==> src/inc/lpc_status_map.vh <==
// Offsets, field positions, reset values and codes of the bridge status and class-identification registers.
// Assumes configuration space is reached with a byte address and byte enables on a 32-bit dword.
`ifndef LPC_STATUS_MAP_VH
`define LPC_STATUS_MAP_VH

// ----------------------------------------------------------------
// Configuration offsets
// ----------------------------------------------------------------
`define OFS_COMMAND 8'h04
`define OFS_DEVICE_STATUS 8'h06
`define OFS_REVISION_CODE 8'h08
`define OFS_PROG_IF_CODE 8'h09
`define OFS_SUBCLASS_CODE 8'h0A
`define DWORD_STATUS 6'h01
`define DWORD_CLASS 6'h02

// ----------------------------------------------------------------
// Status fields and values
// ----------------------------------------------------------------
`define STS_PARITY_ERROR_DETECTED 15
`define STS_SYSTEM_ERROR_SIGNALED 14
`define STS_MASTER_ABORT_SENT 13
`define STS_RECEIVED_TARGET_ABORT 12
`define STS_SIGNALED_TARGET_ABORT 11
`define STS_DATA_PARITY_FLAG 8
`define STS_RESET 16'h0280
`define DEVSEL_TIMING_MEDIUM 2'h1
`define BACK_TO_BACK_CAPABLE 1'h1
`define PROG_IF_VALUE 8'h00
`define SUBCLASS_VALUE 8'h01
// Revision value is arbitrary; set per silicon step.
`define REVISION_VALUE 8'h00

// ----------------------------------------------------------------
// Command fields and error routing codes
// ----------------------------------------------------------------
`define CMD_PARITY_REACTION_ENABLE 6
`define CMD_SYSTEM_ERROR_ENABLE 8
`define ROUTE_SMI 2'h0
`define ROUTE_NMI 2'h1
`define ROUTE_IRQ 2'h2

`endif

==> src/hw/sys_error_router.v <==
// Steers one system-error pulse onto SMI, NMI or ordinary interrupt outputs.
// Assumes the routing select is stable while a pulse arrives.
`timescale 1ns/1ps
`include "lpc_status_map.vh"

module sys_error_router (
    input wire clk_i, // Core clock.
    input wire rst_b_i, // Asynchronous reset, active low.
    input wire serr_pulse_i, // One-cycle system error event.
    input wire [1:0] route_sel_i, // Destination select.
    output reg smi_o, // SMI request pulse.
    output reg nmi_o, // NMI request pulse.
    output reg irq_o // Interrupt request pulse.
);

    // ----------------------------------------------------------------
    // Routing
    // ----------------------------------------------------------------
    // Outputs are registered so the destinations see a clean one-cycle pulse.
    always @(posedge clk_i or negedge rst_b_i)
    begin
        if (!rst_b_i)
        begin
            smi_o <= 1'b0;
            nmi_o <= 1'b0;
            irq_o <= 1'b0;
        end
        else
        begin
            smi_o <= serr_pulse_i && (route_sel_i == `ROUTE_SMI);
            nmi_o <= serr_pulse_i && (route_sel_i == `ROUTE_NMI);
            irq_o <= serr_pulse_i && (route_sel_i == `ROUTE_IRQ);
        end
    end

endmodule // sys_error_router

==> src/hw/lpc_bridge_pci_status_id.v <==
// Status, command-enable and class-identification registers of the bridge function.
// Assumes configuration cycles arrive pre-decoded as a dword index, byte enables and strobes.
`timescale 1ns/1ps
`include "lpc_status_map.vh"

module lpc_bridge_pci_status_id (
    input wire clk_i, // Core clock, 40 MHz.
    input wire rst_b_i, // Asynchronous reset, active low.
    input wire cfg_rd_i, // Configuration read strobe, one cycle.
    input wire cfg_wr_i, // Configuration write strobe, one cycle.
    input wire [5:0] cfg_dword_i, // Dword index of the access.
    input wire [3:0] cfg_be_i, // Byte enables.
    input wire [31:0] cfg_wdata_i, // Write data.
    output reg [31:0] cfg_rdata_o, // Read data, valid the cycle after the read.
    output reg cfg_rvalid_o, // Read data valid pulse.
    input wire perr_seen_i, // Parity error signal went active.
    input wire initiator_i, // We initiated the current cycle.
    input wire perr_data_i, // Parity error on our read or observed on our write.
    input wire serr_cause_i, // An error cause requests a system error.
    input wire master_abort_i, // Master abort on an LPC or DMA cycle.
    input wire target_abort_rx_i, // Target abort received on an LPC or DMA cycle.
    input wire target_abort_tx_i, // We target-aborted a claimed cycle.
    input wire [1:0] serr_route_i, // System error destination select.
    output wire serr_o, // System error drive request.
    output wire smi_o, // SMI request pulse.
    output wire nmi_o, // NMI request pulse.
    output wire irq_o, // Interrupt request pulse.
    output wire parity_reaction_enable_o, // Parity reaction enable level.
    output wire system_error_enable_o // System error enable level.
);

    reg [5:0] sticky_q;
    reg [5:0] sticky_d;
    reg parity_reaction_enable_q;
    reg system_error_enable_q;
    wire [15:0] status_view;
    wire [5:0] set_evt;
    wire [5:0] clr_evt;
    wire serr_pulse;
    wire wr_status;
    wire [31:0] rd_mux;

    // Packs the six sticky flags into their status positions with fixed bits.
    function [15:0] pack_status;
        input [5:0] f;
        begin
            pack_status = 16'h0000;
            pack_status[`STS_PARITY_ERROR_DETECTED] = f[5];
            pack_status[`STS_SYSTEM_ERROR_SIGNALED] = f[4];
            pack_status[`STS_MASTER_ABORT_SENT] = f[3];
            pack_status[`STS_RECEIVED_TARGET_ABORT] = f[2];
            pack_status[`STS_SIGNALED_TARGET_ABORT] = f[1];
            pack_status[10:9] = `DEVSEL_TIMING_MEDIUM;
            pack_status[`STS_DATA_PARITY_FLAG] = f[0];
            pack_status[7] = `BACK_TO_BACK_CAPABLE;
            pack_status[6:0] = 7'h00;
        end
    endfunction

    // ----------------------------------------------------------------
    // Error events
    // ----------------------------------------------------------------
    // The error output is gated by the enable so nothing is raised while disabled.
    assign serr_pulse = serr_cause_i && system_error_enable_q;
    assign serr_o = serr_pulse;
    assign set_evt[5] = perr_seen_i;
    assign set_evt[4] = serr_pulse;
    assign set_evt[3] = master_abort_i;
    assign set_evt[2] = target_abort_rx_i;
    assign set_evt[1] = target_abort_tx_i;
    assign set_evt[0] = initiator_i && perr_data_i && parity_reaction_enable_q;

    // Write-one-to-clear on the upper status byte; low byte has no writable bits.
    assign wr_status = cfg_wr_i && (cfg_dword_i == `DWORD_STATUS) && cfg_be_i[3];
    assign clr_evt = wr_status ? {cfg_wdata_i[31:27], cfg_wdata_i[24]} : 6'h00;

    // A set in the same cycle as its clear wins, so no event is lost.
    always @*
    begin
        sticky_d = (sticky_q & ~clr_evt) | set_evt;
    end

    // ----------------------------------------------------------------
    // Registers
    // ----------------------------------------------------------------
    // Here only the two command enables and the sticky flags hold state; read data is registered below.
    always @(posedge clk_i or negedge rst_b_i)
    begin
        if (!rst_b_i)
        begin
            sticky_q <= 6'h00;
            parity_reaction_enable_q <= 1'b0;
            system_error_enable_q <= 1'b0;
        end
        else
        begin
            sticky_q <= sticky_d;
            if (cfg_wr_i && (cfg_dword_i == 6'h01) && cfg_be_i[0])
            begin
                parity_reaction_enable_q <= cfg_wdata_i[`CMD_PARITY_REACTION_ENABLE];
            end
            if (cfg_wr_i && (cfg_dword_i == 6'h01) && cfg_be_i[1])
            begin
                system_error_enable_q <= cfg_wdata_i[`CMD_SYSTEM_ERROR_ENABLE];
            end
        end
    end

    assign parity_reaction_enable_o = parity_reaction_enable_q;
    assign system_error_enable_o = system_error_enable_q;

    // ----------------------------------------------------------------
    // Read path
    // ----------------------------------------------------------------
    assign status_view = pack_status(sticky_q);
    // Class dword: revision, interface, subclass; byte 0Bh belongs elsewhere and reads zero here.
    assign rd_mux = (cfg_dword_i == `DWORD_STATUS) ?
        {status_view, 7'h00, system_error_enable_q, 1'b0, parity_reaction_enable_q, 6'h00} :
        (cfg_dword_i == `DWORD_CLASS) ?
        {8'h00, `SUBCLASS_VALUE, `PROG_IF_VALUE, `REVISION_VALUE} :
        32'h0000_0000;

    // Read data is registered; unenabled bytes read zero.
    always @(posedge clk_i or negedge rst_b_i)
    begin
        if (!rst_b_i)
        begin
            cfg_rdata_o <= 32'h0000_0000;
            cfg_rvalid_o <= 1'b0;
        end
        else
        begin
            cfg_rvalid_o <= cfg_rd_i;
            if (cfg_rd_i)
            begin
                cfg_rdata_o <= rd_mux & {{8{cfg_be_i[3]}}, {8{cfg_be_i[2]}}, {8{cfg_be_i[1]}}, {8{cfg_be_i[0]}}};
            end
        end
    end

    // ----------------------------------------------------------------
    // System error routing
    // ----------------------------------------------------------------
    sys_error_router u_router (
        .clk_i(clk_i),
        .rst_b_i(rst_b_i),
        .serr_pulse_i(serr_pulse),
        .route_sel_i(serr_route_i),
        .smi_o(smi_o),
        .nmi_o(nmi_o),
        .irq_o(irq_o)
    );

endmodule // lpc_bridge_pci_status_id

==> config.mk <==
export PLATFORM = sky130hd
export DESIGN_NAME = lpc_bridge_pci_status_id
export DESIGN_NICKNAME = d
export VERILOG_FILES = /design/src/hw/sys_error_router.v /design/src/hw/lpc_bridge_pci_status_id.v
export VERILOG_INCLUDE_DIRS = /design/src /design/src/inc
export SDC_FILE = /design/constraint.sdc
export NUM_CORES = 1
export LEC_CHECK = 0
export BUFFER_PORTS_ARGS = -buffer_cell sky130_fd_sc_hd__clkbuf_2
export CAP_MARGIN = 20
export CORE_UTILIZATION = 40
export CTS_BUF_LIST = sky130_fd_sc_hd__clkbuf_4 sky130_fd_sc_hd__clkbuf_8
export CTS_CLUSTER_SIZE = 8
export DETAILED_ROUTE_END_ITERATION = 8
export PLACE_DENSITY = 0.88
export SLEW_MARGIN = 20
export SYNTH_ARGS = -nofsm -noshare
export SYNTH_HDL_FRONTEND = slang
export SYNTH_SLANG_ARGS = --single-unit
==> constraint.sdc <==
create_clock -name clk_i -period 1.2 [get_ports clk_i]
set_input_delay 0.18 -clock clk_i [delete_from_list [all_inputs] [get_ports clk_i]]
set_output_delay 0.18 -clock clk_i [all_outputs]
set_load 0.02 [all_outputs]
==> flow_summary.json <==
{
  "status": "finished clean",
  "critPathTopFamily": "flip-flops",
  "met2_length_mm": 1.043,
  "pwr-share-clk_pct": 25.4,
  "layout_commonest_cell": "clkbuf_2",
  "combPwrFrac_pct": 18.1,
  "htreeDepth": 1,
  "path_max_fanout": 3,
  "seq_area_frac_synth_pct": 51.17,
  "cts_tree": "built",
  "synth-xor-area-share_pct": 0,
  "wl_mm": 2.180,
  "diodes": 0,
  "drv_cap": 0,
  "worstPathRequired_ns": 1.02,
  "worstSetupStartpointType": "register",
  "p_sw_w": 0.0004155,
  "placedCellCount": 189,
  "cts_root_buf": "clkbuf_4",
  "hp-start": "cfg_wdata_i[28]",
  "nFillCells": 230,
  "syn_avg_cell_area_um2": 9.954,
  "first_iter_violations": 20,
  "hpwlAfterDp_mm": 1.690,
  "met1Wirelength_um": 928,
  "top_layer": "met3",
  "cp_slowest_cell": "dfrtp_1",
  "synth-seq-cells": 23,
  "rsz0062_at_grt": "true",
  "clock_skew_ns": 0.002782,
  "fin_nets": 223,
  "initial_core_util_pct": 43.81,
  "wl_per_cell_um": 11.07,
  "swShare_pct": 28.10,
  "dieWidth_um": 55.03,
  "r2r-start": "system_error_enable_o",
  "worstSetupEndpointType": "primary output",
  "rr_endpoint": "system_error_enable_o",
  "clkSinkCount": 23,
  "wl_met3_um": 209,
  "period_share_pct": 96.15,
  "layout_common_cells": "clkbuf_2, dfrtp_1, conb_1, inv_1, o22ai_1",
  "r2r_cells": 3,
  "path_buf_inv": 2,
  "finalSetupViolations": 0,
  "die_area_um2": 3028,
  "clock_path_buffers": 2,
  "clk_pin_slew_ns": 0.13,
  "vdd_drop_max_mv": 0.6187,
  "grt_pass1_wl_mm": 3.077,
  "post-route-util_pct": 54.58,
  "drive_gt1_share_pct": 38.32,
  "yosys.area_share.adder_pct": 0,
  "min_period_ns": 1.154,
  "grt_start_max_net_pins": 24,
  "postRouteAntennaNets": 0,
  "p_int_w": 0.001063,
  "grt.overflow.total": 0,
  "place.gp.congestion": 0.6794,
  "max_stage_delay_ns": 0.43,
  "numCtsBuffers": 3,
  "min_path_cells": 2,
  "hold_viol": 0,
  "fin_cells": 197,
  "ys_types": 22,
  "power_density_nw_per_um2": 1055,
  "pin_count": 94,
  "p_leak_nw": 0.7362,
  "fmax_mhz": 866.7,
  "maxSlewViolCount": 0,
  "synthMuxAreaShare_pct": 2.892,
  "synthSimpleGateAreaFrac_pct": 15.35,
  "rows": 18,
  "vias_per_cell": 4.609,
  "drcViolationCount": 0,
  "seq_power_share_pct": 56.4,
  "port-buffer-count": 48,
  "worst_hold_path_type": "in -> reg",
  "worstPathArrival_ns": 0.97,
  "dr.pass1.iters": 4,
  "core_area_um2": 2567,
  "postSynthCellCount": 113,
  "cp_cell_sequence": "buf_6 > buf_6",
  "worst_path_most_repeated_cell": "buf_6",
  "yosysWarningCount": 0,
  "slew_headroom_pct": 62.89,
  "vias": 908,
  "critPathKind": "reg -> out",
  "synth_top_family_by_area": "buffers and inverters",
  "synth_compound_area_share_pct": 9.900,
  "worst_pin_slew_ns": 0.5567,
  "grtUsageTotal_pct": 14.62,
  "holdWs_ns": 0.03924,
  "worstSkewPairLatency_ns": 0.30,
  "synthesis.area_um2": 1125,
  "synthToLayoutAreaGrowth_pct": 24.58,
  "r2r_setup_slack_ns": 0.17,
  "grt_pass1_vias": 716,
  "holdPathEnd": "sticky_q[2]",
  "die_y_um": 55.03,
  "antenna_found_initial": 0
}
## worst reg2reg max path, delay by kind of cell, from the launching register on
kind	cells	cell delay, ns
buf+inv	2	0.25
flops	1	0.43
mux	1	0.25
## cell usage after synthesis
cell,instances,area [um^2]
clkbuf_1,2,7.510
inv_1,17,63.81
mux2_2,2,22.52
conb_1,1,3.750
a21oi_1,1,5.000
o22ai_1,10,62.56
nor2_1,4,15.01
nand4_1,2,12.51
nor3_1,1,5.000
nand3_1,4,20.02
mux2i_1,1,10.01
a31oi_1,5,31.28
buf_4,21,157.7
nor2_4,1,11.26
nand4b_1,2,17.52
nor3b_1,2,15.01
nor2b_1,1,6.260
nor4_4,1,21.27
or4_4,1,11.26
dfrtp_1,23,575.6
nand2_1,10,37.54
o31ai_2,1,12.51
## metal layers
layer | up-vias | global-route usage (%)
li1 | 445 | -
met1 | 417 | 18.24
met2 | 46 | 23.90
met3 | 0 | 4.645
met4 | 0 | 4.583
met5 | - | 0
## metrics by stage
| step | power (W) | instance area, um^2 | setup slack, ns | TNS (ns) |
|---|---|---|---|---|
| floorplan | 0.001044 | 1200 | 0.06659 | 0 |
| global placement | 0.001088 | 1320 | -0.09185 | -0.5415 |
| detailed placement | 0.001093 | 1320 | -0.1086 | -0.6100 |
| CTS | 0.001471 | 1378 | -0.006252 | -0.006252 |
| global route | 0.001561 | 1401 | -0.01124 | -0.02086 |
| finish | 0.001479 | 1401 | 0.04618 | 0 |
## final cells by class
type                    instances  area, um^2  share of cell area [%]
clock buffers                   4       30.03                   2.143
well taps                      30       37.54                   2.679
repair buffers                 53       296.5                   21.16
flip-flops and latches         23       575.6                   41.07
inverters                      17       63.81                   4.554
multi-input cells              70       397.9                   28.39
## sequential cells by signal, indices dropped and copies added, names as in the netlist
register / flops
system_error_enable_o: 1
u_router.irq_o: 1
u_router.smi_o: 1
cfg_rvalid_o: 1
parity_reaction_enable_o: 1
u_router.nmi_o: 1
cfg_rdata_o: 11
sticky_q: 6
## kinds of logic (layout without fill, tap and decap cells)
family,count (synthesis),after routing
flip-flops,23,23
AND/OR/NAND/NOR,29,29
AO/OA/AOI/OAI,17,17
multiplexers,3,3
other,1,21
buffers and inverters,40,74
## worst max-delay path by stage
stage                                 end                   from  slack [ns]  depth (start not counted)
finish              system_error_enable_o  system_error_enable_o        0.05                          2
global route                       serr_o  system_error_enable_o       -0.01                          3
CTS                 system_error_enable_o  system_error_enable_o      -0.006                          2
detailed placement            sticky_q[1]         cfg_dword_i[3]       -0.11                          4
global placement              sticky_q[2]         cfg_dword_i[3]       -0.09                          4
floorplan                     sticky_q[0]         cfg_dword_i[3]        0.07                          3
## what timing repair did
item | CTS | global route
endpoints found under the hold margin | 23 | 0
buffers inserted | 2 | 1
hold buffers | 1 | 0
gates resized for setup | 1 | 8
pin swaps | 1 | 1
gates cloned | 0 | 0
endpoints found under the setup margin | 1 | 2
## power by group through the flow
| stage | Sequential, W | Clock (W) | Combinational, W |
|---|---|---|---|
| after floorplan | 0.000859 | 0 | 0.000184 |
| after CTS | 0.000833 | 0.000381 | 0.000256 |
| after detailed placement | 0.000851 | 0 | 0.000243 |
| final | 0.000834 | 0.000376 | 0.000268 |
| after global routing | 0.000840 | 0.000425 | 0.000296 |
| after global placement | 0.000849 | 0 | 0.000240 |
Power figures use the tool's default switching activity.
